===== src/hw/wdh_defs.vh =====
// Register map, field positions, reset values and timing constants of the watchdog.
`ifndef WDH_DEFS_VH
`define WDH_DEFS_VH

`define WDH_CLK_MHZ      125
`define WDH_BASE_US      256
`define WDH_BASE_CYCLES  (`WDH_BASE_US * `WDH_CLK_MHZ)

`define WDH_ADR_CFG1     8'h00
`define WDH_ADR_CFG2     8'h04
`define WDH_ADR_KEY      8'h08
`define WDH_ADR_STAT     8'h0C
`define WDH_ADR_CTRL     8'h10
`define WDH_ADR_GDLY     8'h14

`define WDH_CFG1_RST     16'h0000
`define WDH_CFG2_RST     11'h000
`define WDH_GDLY_RST     8'h10
`define WDH_KEY_RST      8'h5A

`define WDH_F_DIV        4:0
`define WDH_F_EXT        7:5
`define WDH_F_OPN        11:8
`define WDH_F_CLO        15:12
`define WDH_F_DBNC       6:0
`define WDH_B_EN         8
`define WDH_B_SWW        9
`define WDH_B_NO_MONITORING_BIT      10
`define WDH_B_SWRST      0
`define WDH_B_SLEEP      1

`define WDH_WIN_SHIFT    3
`define WDH_FIRST_EXTRA  16'h0002

`endif


===== src/hw/wdh_tick.v =====
// Watchdog time base: one tick every (divider + 1) base periods.
`timescale 1ns/100ps
`default_nettype none

module wdh_tick #(
    parameter BASE_CYCLES = 32000,
    parameter CW          = 16
) (
    input  wire         clock_i,
    input  wire         reset_i,
    input  wire         run_i,
    input  wire         restart_i,
    input  wire [4:0]   div_i,
    output reg          tick_o
);

    reg [CW-1:0] base_q;
    reg [4:0]    div_q;

    localparam [CW-1:0] BASE_LAST = BASE_CYCLES[CW-1:0] - {{(CW-1){1'b0}}, 1'b1};

    // Restarting with the window keeps every window an exact number of ticks long.
    always @(posedge clock_i or posedge reset_i) begin
        if (reset_i) begin
            base_q <= {CW{1'b0}};
            div_q  <= 5'h00;
            tick_o <= 1'b0;
        end else if (!run_i || restart_i) begin
            base_q <= {CW{1'b0}};
            div_q  <= 5'h00;
            tick_o <= 1'b0;
        end else if (base_q == BASE_LAST) begin
            base_q <= {CW{1'b0}};
            if (div_q >= div_i) begin
                div_q  <= 5'h00;
                tick_o <= 1'b1;
            end else begin
                div_q  <= div_q + 5'h01;
                tick_o <= 1'b0;
            end
        end else begin
            base_q <= base_q + {{(CW-1){1'b0}}, 1'b1};
            tick_o <= 1'b0;
        end
    end

endmodule // wdh_tick

`default_nettype wire


===== src/hw/wdh_watchdog.v =====
// Windowed host watchdog with fault debounce, safe monitoring entry and self-check.
//
// Added by the designer: the Wishbone register port and the register offsets.
`timescale 1ns/100ps
`default_nettype none
`include "wdh_defs.vh"

module wdh_watchdog #(
    parameter BASE_CYCLES = `WDH_BASE_CYCLES
) (
    input  wire         clock_i,
    input  wire         reset_i,
    input  wire         wb_cyc_i,
    input  wire         wb_stb_i,
    input  wire         wb_we_i,
    input  wire [7:0]   wb_adr_i,
    input  wire [3:0]   wb_sel_i,
    input  wire [31:0]  wb_dat_i,
    output reg  [31:0]  wb_dat_o,
    output reg          wb_ack_o,
    output wire         safe_mon_o,
    output wire         selfcheck_o
);

    // One step of the key sequence.
    function [7:0] wdh_lfsr;
        input [7:0] k;
        begin
            wdh_lfsr = {k[6:0], k[7] ^ k[5] ^ k[2] ^ k[1]};
        end
    endfunction

    // Length in ticks of one window part: the field plus one, times eight.
    function [15:0] wdh_span;
        input [3:0] field;
        begin
            wdh_span = ({12'h000, field} + 16'h0001) << `WDH_WIN_SHIFT;
        end
    endfunction

    function wdh_hit;
        input [7:0] adr;
        input [7:0] off;
        begin
            wdh_hit = (adr[7:2] == off[7:2]);
        end
    endfunction

    // Byte-lane merge of a write into an existing register value.
    function [31:0] wdh_merge;
        input [31:0] old;
        input [31:0] wdat;
        input [3:0]  sel;
        reg   [31:0] m;
        begin
            m = {{8{sel[3]}}, {8{sel[2]}}, {8{sel[1]}}, {8{sel[0]}}};
            wdh_merge = (old & ~m) | (wdat & m);
        end
    endfunction

    reg [15:0] cfg1_q;
    reg [10:0] cfg2_q;
    reg [7:0]  gdly_q;
    reg        sleep_q;
    reg        swr_q;
    reg [7:0]  key_q;
    reg [15:0] win_q;
    reg        first_q;
    reg [7:0]  fault_q;
    reg        mism_q;
    reg        rjct_q;
    reg        expy_q;
    reg        toer_q;
    reg        safe_q;
    reg        schk_q;
    reg        schk_to_q;
    reg [7:0]  dly_q;
    reg [31:0] rdata;

    wire        tick;
    wire        acc     = wb_cyc_i && wb_stb_i && !wb_ack_o;
    wire        wr      = acc && wb_we_i;
    wire        wr_cfg1 = wr && wdh_hit(wb_adr_i, `WDH_ADR_CFG1);
    wire        wr_cfg2 = wr && wdh_hit(wb_adr_i, `WDH_ADR_CFG2);
    wire        wr_ctrl = wr && wdh_hit(wb_adr_i, `WDH_ADR_CTRL);
    wire        wr_gdly = wr && wdh_hit(wb_adr_i, `WDH_ADR_GDLY);
    // Only the low byte of a key write is decoded; the upper lanes are ignored.
    wire        kw      = wr && wdh_hit(wb_adr_i, `WDH_ADR_KEY) && wb_sel_i[0];

    wire        en      = cfg2_q[`WDH_B_EN];
    wire        sww     = cfg2_q[`WDH_B_SWW];
    wire        no_monitoring_bit   = cfg2_q[`WDH_B_NO_MONITORING_BIT];
    // Sleep and a cleared enable both stop the window, the time base and the debounce.
    wire        wd_run  = en && !sleep_q;

    wire [31:0] cfg1_new = wdh_merge({16'h0000, cfg1_q}, wb_dat_i, wb_sel_i);
    wire [31:0] cfg2_new = wdh_merge({21'h0, cfg2_q}, wb_dat_i, wb_sel_i);
    wire        clr_err  = wr_cfg2 && !cfg2_new[`WDH_B_EN];

    wire [15:0] t1     = wdh_span(cfg1_q[`WDH_F_OPN]);
    wire [15:0] t_open = wdh_span(cfg1_q[`WDH_F_CLO]);
    wire [15:0] t2     = t1 + t_open;
    wire [15:0] ext2   = {13'h0000, cfg1_q[`WDH_F_EXT]} + `WDH_FIRST_EXTRA;
    wire [31:0] tfirst = t2 * ext2;
    // The first window after enable or a return from safe monitoring is open
    // throughout, so a slow host start-up cannot trip the early-write error.
    wire [15:0] win_end = first_q ? tfirst[15:0] : t2;
    wire        closed  = !first_q && (win_q < t1);
    // The debounce field stores the limit minus one so that 128 fits in seven bits.
    wire [7:0]  limit   = {1'b0, cfg2_q[`WDH_F_DBNC]} + 8'h01;
    wire [7:0]  fault_n = fault_q + 8'h01;

    wire        key_ok  = sww || (wb_dat_i[7:0] == wdh_lfsr(key_q));
    // Safe monitoring freezes the window counter until the mode is left.
    wire        normal  = wd_run && !safe_q;
    wire        open_now = !closed && normal;
    wire        refresh = normal && kw && !closed && key_ok;
    wire        ret_ev  = wd_run && safe_q && kw && key_ok;
    // A key write that meets the final tick defers the timeout by one tick
    // rather than racing it, so a valid refresh always wins over expiry.
    wire        to_ev   = normal && !kw && tick && (win_q + 16'h0001 >= win_end);
    wire        trip    = to_ev && (fault_n >= limit);
    wire        dly_end = wd_run && safe_q && !ret_ev && schk_q && tick && (dly_q >= gdly_q);
    wire        nm_ret  = dly_end && no_monitoring_bit;
    wire        restart = !wd_run || refresh || ret_ev || to_ev || nm_ret;

    // Restarting the time base with each window trades tick phase for exact window lengths.
    wdh_tick #(
        .BASE_CYCLES (BASE_CYCLES),
        .CW          (16)
    ) u_tick (
        .clock_i   (clock_i),
        .reset_i   (reset_i),
        .run_i     (wd_run),
        .restart_i (restart),
        .div_i     (cfg1_q[`WDH_F_DIV]),
        .tick_o    (tick)
    );

    // Wishbone classic: one wait state, every access acknowledged.
    always @(posedge clock_i or posedge reset_i) begin
        if (reset_i) begin
            wb_ack_o <= 1'b0;
            wb_dat_o <= 32'h00000000;
        end else begin
            wb_ack_o <= acc;
            wb_dat_o <= (acc && !wb_we_i) ? rdata : 32'h00000000;
        end
    end

    always @* begin
        rdata = 32'h00000000;
        if (wdh_hit(wb_adr_i, `WDH_ADR_CFG1)) begin
            rdata = {16'h0000, cfg1_q};
        end else if (wdh_hit(wb_adr_i, `WDH_ADR_CFG2)) begin
            rdata = {21'h000000, cfg2_q};
        end else if (wdh_hit(wb_adr_i, `WDH_ADR_KEY)) begin
            rdata = {24'h000000, key_q};
        end else if (wdh_hit(wb_adr_i, `WDH_ADR_STAT)) begin
            // Bit 6 tells the host whether a refresh would be accepted right now.
            rdata = {16'h0000, fault_q, schk_to_q, open_now,
                     schk_q, safe_q, toer_q, expy_q, rjct_q, mism_q};
        end else if (wdh_hit(wb_adr_i, `WDH_ADR_CTRL)) begin
            rdata = {30'h00000000, sleep_q, 1'b0};
        end else if (wdh_hit(wb_adr_i, `WDH_ADR_GDLY)) begin
            rdata = {24'h000000, gdly_q};
        end
    end

    // Software reset is taken one cycle after its write so the acknowledging
    // bus cycle completes cleanly before every register returns to default.
    always @(posedge clock_i or posedge reset_i) begin
        if (reset_i) begin
            swr_q <= 1'b0;
        end else begin
            swr_q <= wr_ctrl && wb_sel_i[0] && wb_dat_i[`WDH_B_SWRST];
        end
    end

    // Configuration registers.
    always @(posedge clock_i or posedge reset_i) begin
        if (reset_i) begin
            cfg1_q  <= `WDH_CFG1_RST;
            cfg2_q  <= `WDH_CFG2_RST;
            gdly_q  <= `WDH_GDLY_RST;
            sleep_q <= 1'b0;
        end else if (swr_q) begin
            cfg1_q  <= `WDH_CFG1_RST;
            cfg2_q  <= `WDH_CFG2_RST;
            gdly_q  <= `WDH_GDLY_RST;
            sleep_q <= 1'b0;
        end else begin
            if (wr_cfg1) begin
                cfg1_q <= cfg1_new[15:0];
            end
            if (wr_cfg2) begin
                cfg2_q <= cfg2_new[10:0];
            end
            if (wr_gdly && wb_sel_i[0]) begin
                gdly_q <= wb_dat_i[7:0];
            end
            if (wr_ctrl && wb_sel_i[0]) begin
                sleep_q <= wb_dat_i[`WDH_B_SLEEP];
            end
        end
    end

    // Window timing, key and fault counting.
    always @(posedge clock_i or posedge reset_i) begin
        if (reset_i) begin
            key_q   <= `WDH_KEY_RST;
            win_q   <= 16'h0000;
            first_q <= 1'b1;
            fault_q <= 8'h00;
        end else if (swr_q) begin
            key_q   <= `WDH_KEY_RST;
            win_q   <= 16'h0000;
            first_q <= 1'b1;
            fault_q <= 8'h00;
        end else begin
            if (!wd_run) begin
                win_q   <= 16'h0000;
                first_q <= 1'b1;
            end else if (refresh || ret_ev) begin
                win_q   <= 16'h0000;
                first_q <= ret_ev;
                key_q   <= wdh_lfsr(key_q);
            end else if (nm_ret) begin
                win_q   <= 16'h0000;
                first_q <= 1'b1;
            end else if (to_ev) begin
                win_q   <= 16'h0000;
                first_q <= 1'b0;
            end else if (normal && tick) begin
                win_q <= win_q + 16'h0001;
            end
            // Clearing on a write that clears the enable bit lets a re-enabled watchdog start its
            // debounce from zero instead of inheriting faults of an old session.
            if (refresh || ret_ev || clr_err) begin
                fault_q <= 8'h00;
            end else if (to_ev) begin
                fault_q <= fault_n;
            end
        end
    end

    // Error flags: the clear from a write that clears the enable bit loses to a same-cycle event.
    always @(posedge clock_i or posedge reset_i) begin
        if (reset_i) begin
            mism_q <= 1'b0;
            rjct_q <= 1'b0;
            expy_q <= 1'b0;
            toer_q <= 1'b0;
        end else if (swr_q) begin
            mism_q <= 1'b0;
            rjct_q <= 1'b0;
            expy_q <= 1'b0;
            toer_q <= 1'b0;
        end else begin
            if (normal && kw && !sww && !key_ok) begin
                mism_q <= 1'b1;
            end else if (clr_err) begin
                mism_q <= 1'b0;
            end
            if (normal && kw && !sww && closed) begin
                rjct_q <= 1'b1;
            end else if (clr_err) begin
                rjct_q <= 1'b0;
            end
            if (to_ev) begin
                expy_q <= 1'b1;
            end else if (clr_err) begin
                expy_q <= 1'b0;
            end
            if (trip) begin
                toer_q <= 1'b1;
            end else if (clr_err) begin
                toer_q <= 1'b0;
            end
        end
    end

    // Safe monitoring mode and the watchdog self-check that starts with it.
    always @(posedge clock_i or posedge reset_i) begin
        if (reset_i) begin
            safe_q    <= 1'b0;
            schk_q    <= 1'b0;
            schk_to_q <= 1'b0;
            dly_q     <= 8'h00;
        end else if (swr_q) begin
            safe_q    <= 1'b0;
            schk_q    <= 1'b0;
            schk_to_q <= 1'b0;
            dly_q     <= 8'h00;
        end else if (trip) begin
            safe_q    <= 1'b1;
            schk_q    <= 1'b1;
            schk_to_q <= 1'b0;
            dly_q     <= 8'h00;
        end else if (ret_ev) begin
            safe_q <= 1'b0;
            schk_q <= 1'b0;
        end else if (dly_end) begin
            schk_q    <= 1'b0;
            schk_to_q <= 1'b1;
            if (no_monitoring_bit) begin
                safe_q <= 1'b0;
            end
        end else if (wd_run && safe_q && schk_q && tick) begin
            // The recovery delay counts watchdog ticks, so it scales with the divider.
            dly_q <= dly_q + 8'h01;
        end
    end

    assign safe_mon_o  = safe_q;
    assign selfcheck_o = schk_q;

endmodule // wdh_watchdog

`default_nettype wire

===== config.mk =====
export PLATFORM = sky130hd
export DESIGN_NAME = wdh_watchdog
export DESIGN_NICKNAME = d
export VERILOG_FILES = /design/src/hw/wdh_tick.v /design/src/hw/wdh_watchdog.v
export VERILOG_INCLUDE_DIRS = /design/src /design/src/hw
export SDC_FILE = /design/constraint.sdc
export NUM_CORES = 1
export LEC_CHECK = 0
export BUFFER_PORTS_ARGS = -buffer_cell sky130_fd_sc_hd__buf_4
export CAP_MARGIN = 10
export CELL_PAD_IN_SITES_DETAIL_PLACEMENT = 1
export CELL_PAD_IN_SITES_GLOBAL_PLACEMENT = 2
export CORE_ASPECT_RATIO = 1.75
export CORE_MARGIN = 2
export CORE_UTILIZATION = 38
export DETAILED_ROUTE_END_ITERATION = 7
export MAX_ROUTING_LAYER = met4
export PLACE_DENSITY = 0.92
export SLEW_MARGIN = 20
export SYNTH_ARGS = -nofsm -noshare
export SYNTH_HDL_FRONTEND = slang
export SYNTH_SLANG_ARGS = --single-unit

===== constraint.sdc =====
create_clock -name clock_i -period 6.49 [get_ports clock_i]
set_input_delay 1.298 -clock clock_i [delete_from_list [all_inputs] [get_ports clock_i]]
set_output_delay 1.298 -clock clock_i [all_outputs]
set_load 0.05 [all_outputs]

## Word-level counts from Yosys, hierarchy flattened

Index checks and enable logic that the tools add are counted.

| storage, ports and cells | value |
|---|---|
| register bits | 140 |
| output and inout bits | 35 |

| operators by class | value |
|---|---|
| add/subtract/negate cells | 10 |
| $mul | 1 |
| magnitude comparators | 5 |
| equal/unequal tests | 11 |
| multiplexer cells | 68 |
| bitwise logic cells | 9 |
| reductions and logical operators | 80 |

Operator list:

| cell | number |
|---|---|
| two-way mux 16 bit | 14 |
| two-way mux 8 bit | 15 |
| logical AND 1 bit | 39 |
| adder 16 x 1 -> 16 bit, second input constant | 2 |
| AND 16 bit | 2 |
| two-way mux 1 bit | 32 |
| two-way mux 32 bit | 1 |
| two-way mux 11 bit | 2 |
| nonzero test 3 bit | 7 |
| adder 8 x 1 -> 8 bit, second input constant | 2 |
| equality test 16 x 15 -> 1 bit, second input constant | 1 |
| greater-or-equal comparator 16 x 13 -> 1 bit | 1 |
| greater-or-equal comparator 8 bit | 2 |
| < comparator 16 x 8 -> 1 bit | 1 |
| inverter 16 bit | 1 |
| bitwise OR 16 bit | 1 |
| two-way mux 5 bit | 3 |
| nonzero test 2 bit | 7 |
| multiplier 9 x 4 -> 13 bit | 1 |
| two-way mux 13 bit | 1 |
| equality test 6 x 2 -> 1 bit, second input constant | 2 |
| equality test 6 x 3 -> 1 bit, second input constant | 2 |
| logical NOT 1 bit | 12 |
| AND 11 bit | 1 |
| other kinds (19) | 32 |

## Logic depth before layout (Yosys ltp)

| depth | value |
|---|---|
| depth after elaboration | 17 |
| gate-level depth with buffers | 28 |

## By module

From an unflattened synthesis, not the netlist that was laid out.

| unflattened totals | value |
|---|---|
| cells, all modules | 949 |
| area total of the unflattened synthesis | 8604.5 µm² |

Modules (own cells, without submodules):

| module | times used | cells each | area an instance (µm²) | sequential area each (µm²) |
|---|---|---|---|---|
| wdh_watchdog | 1 | 818 | 7359.6 | 2560.0 |
| wdh_tick | 1 | 131 | 1244.9 | 550.5 |

## Worst setup path before layout

Ideal clock, no wire load.

| timing | value |
|---|---|
| path type | register -> register |
| start | register cfg1_q[8] |
| end | register fault_q[1] |
| library setup time | 0.125 ns |
| arrival | 5.431 ns |
| data required time | 6.365 ns |
| path slack | 0.933 ns |
| cell stages (with the launch flop) | 26 |
| path buffers | 1 |
| clock period less this slack | 5.557 ns |
| path through | dfrtp_1 > ha_1 > xor2_1 > ha_1 > a21oi_1 > xnor2_1 > nand2b_1 > fa_1 > inv_1 > fa_1 > fa_1 > a21o_1 > a21oi_1 > o21bai_1 > a21oi_1 > xnor2_1 > nand2_1 > ha_1 > a21oi_1 > o21ai_0 > a21oi_1 > nand4_1 > o211ai_2 > clkbuf_1 > mux2i_1 > nor2_1 |

| between the ends | value |
|---|---|
| cells in the longest elaborated chain, start to end | 10 |

RTL lines:

| element | line | source |
|---|---|---|
| start: declaration | wdh_watchdog.v:61 | `reg [15:0] cfg1_q;` |
| start signal: assignment | wdh_watchdog.v:183 | `` cfg1_q <= `WDH_CFG1_RST; `` |
| start signal: assignment | wdh_watchdog.v:188 | `` cfg1_q <= `WDH_CFG1_RST; `` |
| start signal: assignment | wdh_watchdog.v:194 | `cfg1_q <= cfg1_new[15:0];` |
| adder 4 x 1 -> 5 bit * | wdh_watchdog.v:37 | `` wdh_span = ({12'h000, field} + 16'h0001) << `WDH_WIN_SHIFT; `` |
| branches (longest 9 deep; another with greater-or-equal comparator 16 x 13 -> 1 bit) | -- |  |
| end signal: assignment | wdh_watchdog.v:242 | `fault_q <= fault_n;` |
| end: declaration | wdh_watchdog.v:69 | `reg [7:0] fault_q;` |

Every way passes the cells marked *.
A chain may end at the register's enable or synchronous reset.

## Worst setup path after layout

| timing | value |
|---|---|
| start | register cfg1_q[8] |
| end | register fault_q[7] |

The elaborated chain is that of the path after synthesis.

==> results.cfg <==
[yosys]
synth_top_area_share_pct = 34.7
synth_cells = 908
synth_area_um2 = 8520
yosys.area_share.simple_pct = 22.4
synth_enable_flop_cells = 0
yosysTopAreaCell = dfrtp_1
ys_seq_area_share_pct = 36.5
synth_adder_area_share_pct = 11.2
synthMuxAreaShare_pct = 3.67
ys_top_cells_by_area = dfrtp_1 (35%), ha_1 (9.0%), xnor2_1 (5.2%), xor2_1 (3.6%), mux2i_1 (3.4%)
ys_ff_latch = 124
synth_top_family_by_area = simple AND/OR/NAND/NOR gates
ys.flop_type = dfrtp_1
avgSynthCellArea_um2 = 9.38
synth-async-reset-ratio_pct = 100
ys_types = 68
synth_compound_area_share_pct = 11.7
ys_warn_count = 0
synth_xor_area_share_pct = 8.84

[finish]
num-fill-cells = 2541
area_growth_pct = 13.6
n_antenna_cell = 0
drive_above_1_share_pct = 14.7
fin_cells = 1247
layout.nets = 1056

[run]
maxCapViolCount = 0

[timing]
fmax_ghz = 0.163
finalSetupTns_ns = 0
skew_ns = 0.0102
drv_slew = 0
relSlewSlack_pct = 25.9
whs_ns = 0.495
fin_crit_sh_pct = 94.4
final-setup-viol-count = 0
rsz0062_at_grt = no
worst_slack_ns = 0.363
fin_crit_ns = 6.13
worst_pin_slew_ns = 1.10
hold_viol_final = 0

[routing]
dr.pass1.iters = 4
wl_um = 23700
drc_errors = 0
vias = 6898
vias_per_cell = 5.53
drtAntennaViolNets = 0
drt_iter0_markers = 405
routedWlPerCell_um = 19.0

[global_route]
grt_max_degree = 81
grt_antenna_before_repair = 0
grt_pass1_vias = 7523
grt_overflow_total = 0
grt_pass1_wl_um = 38800
grt.total_usage_pct = 21.7

[floorplanning]
coreArea_um2 = 22100
die_w_um = 117
initial_utilization_pct = 38.6
die-area_um2 = 23700
rows = 72
die_y_um = 202
ios = 84

[clocking]
cts_sinks = 124
post_cts_buffers = 0
cts_root_buf = clkbuf_16
cts_buffer_depth = 2
cts_buffers = 17
htree_levels = 4
clkSlewWorstSetupHoldPaths_ns = 0.06
clock_latency_ns = 0.43
cts_tree = built

[setup_path]
critPathSlowestCell = fa_1
path_max_fanout = 18
crit_start = cfg1_q[8]$_DFFE_PP0P_
crit_required_ns = 6.83
r2r_end = fault_q[7]$_DFFE_PP0P_
reg2reg_depth = 26
endpoint = fault_q[7]$_DFFE_PP0P_
slowest_delay_ns = 0.53
rrSetupSlack_ns = 0.36
critPathArrivalTime_ns = 6.47
crit_top_cell = ha_1
end_kind = flip-flop
startpoint_type = flip-flop
timing.rr.start = cfg1_q[8]$_DFFE_PP0P_
critPathKind = flip-flop to flip-flop

[placed_design]
numPortBuffers = 47
dp.cells = 1215
place_congestion = 0.882
hpwl_um = 17600
place_worst_setup_slack_ns = 0.217

[run_status]
status = completed

[pwr]
power_mw = 1.96
power_density_nw_per_um2 = 203
leakage_nw = 4.26
peakVddDrop_mv = 0.105

[min_path]
min_path_type = flip-flop to flip-flop
[timing repair]
item / CTS / global route
resized for setup: 0 / 6
endpoints found under the setup margin: 0 / 56
hold buffers: 0 / 0
[state kept, by name, summed over array words and instances (netlist names)]
signal / flops
dly_q: 8
toer_q: 1
first_q: 1
win_q: 16
u_tick.div_q: 5
u_tick.tick_o: 1
swr_q: 1
mism_q: 1
safe_mon_o: 1
wb_dat_o: 16
gdly_q: 8
cfg1_q: 16
sleep_q: 1
rjct_q: 1
key_q: 8
fault_q: 8
cfg2_q: 11
u_tick.base_q: 16
expy_q: 1
selfcheck_o: 1
schk_to_q: 1
wb_ack_o: 1
[placed cells by master (no fill, tap or decap), types with 5 or more instances in the layout]
cell and instances:
dfrtp_1 118, nor2_1 76, ha_1 61, nand2_1 59
buf_4 53, xnor2_1 50, a21oi_1 45, nand3_1 43
inv_1 41, xor2_1 35, mux2i_1 29, o21ai_0 21
nor3_1 20, nor3_2 20, and2_1 17, clkbuf_16 17
a22o_1 16, conb_1 16, nand4_1 15, nor2b_1 14
a22oi_1 14, nor4_1 13, nand2b_1 12, a21o_1 11
or3_1 11, and3_1 10, or2_2 9, o21bai_1 8
fa_1 8, dfstp_2 6, nor4_2 5
[final cells by class]
class | count | area (µm²) | area share (%)
multi-input combinational | 699 | 5000 | 51.7
sequential | 124 | 3110 | 32.1
clock buffer | 20 | 447 | 4.62
timing repair buffer | 54 | 409 | 4.23
tap | 296 | 370 | 3.83
clock inverter | 12 | 171 | 1.77
inverter | 42 | 163 | 1.68
[stage by stage]
step	util [%]	instance area [µm²]
3_3_place_gp	40.9	9030
5_1_grt	43.8	9680
4_1_cts	43.7	9640
3_5_place_dp	40.9	9030
6_report	43.8	9680
2_1_floorplan	-	8570
[layer usage]
metal  track usage, %  vias up  part of all wire (%)
met5                -        -                     0
met4             10.5        0                   4.1
met3             3.15       49                   2.3
met2             39.5      118                    56
met1             22.2     3518                    38
li1                 -     3213                     -
[power breakdown]
part	total (mW)	switching (mW)	internal, mW
Sequential	0.794	0.0115	0.782
Clock	1.02	0.368	0.650
Combinational	0.150	0.103	0.0462
[synthesized netlist by cell type, drive strengths merged, types with 3 or more instances]
cell / number
a211o: 3
a21o: 11
a21oi: 48
a22o: 16
a22oi: 14
a31oi: 4
and2: 17
and3: 10
buf: 27
clkbuf: 31
dfrtp: 118
dfstp: 6
fa: 8
ha: 61
inv: 42
maj3: 3
mux2i: 29
nand2: 59
nand2b: 12
nand3: 44
nand3b: 3
nand4: 16
nor2: 76
nor2b: 14
nor3: 40
nor3b: 4
nor4: 19
nor4b: 5
o21ai: 23
o21bai: 8
or2: 9
or3: 11
xnor2: 51
xor2: 35
[cell families after synthesis]
family                     Yosys count
AOI/OAI and AO/OA                  150
DFF                                124
buffers and inverters              100
and+or+nand+nor                    344
xor gates and xnor gates            86
other                                1
muxes                               31
adders and majority gates           72
[critical path, delay by kind of cell, from the launching register on]
kind | cells | cell delay [ns]
adders and majority gates | 6 | 2.25
and+or+nand+nor | 6 | 1.01
xor gates and xnor gates | 3 | 0.52
AOI/OAI and AO/OA | 8 | 1.47
buffers and inverters | 3 | 0.31
DFF | 1 | 0.42
[how the worst min path moves through the flow]
stage	startpoint	slack [ns]	cells past startpoint	end
3_3_place_gp	mism_q$_DFFE_PP0P_	0.46	1	mism_q$_DFFE_PP0P_
4_1_cts	mism_q$_DFFE_PP0P_	0.50	1	mism_q$_DFFE_PP0P_
6_report	mism_q$_DFFE_PP0P_	0.50	1	mism_q$_DFFE_PP0P_
2_1_floorplan	mism_q$_DFFE_PP0P_	0.44	1	mism_q$_DFFE_PP0P_
5_1_grt	mism_q$_DFFE_PP0P_	0.53	1	mism_q$_DFFE_PP0P_
3_5_place_dp	mism_q$_DFFE_PP0P_	0.47	1	mism_q$_DFFE_PP0P_
Power figures use the tool's default switching activity.
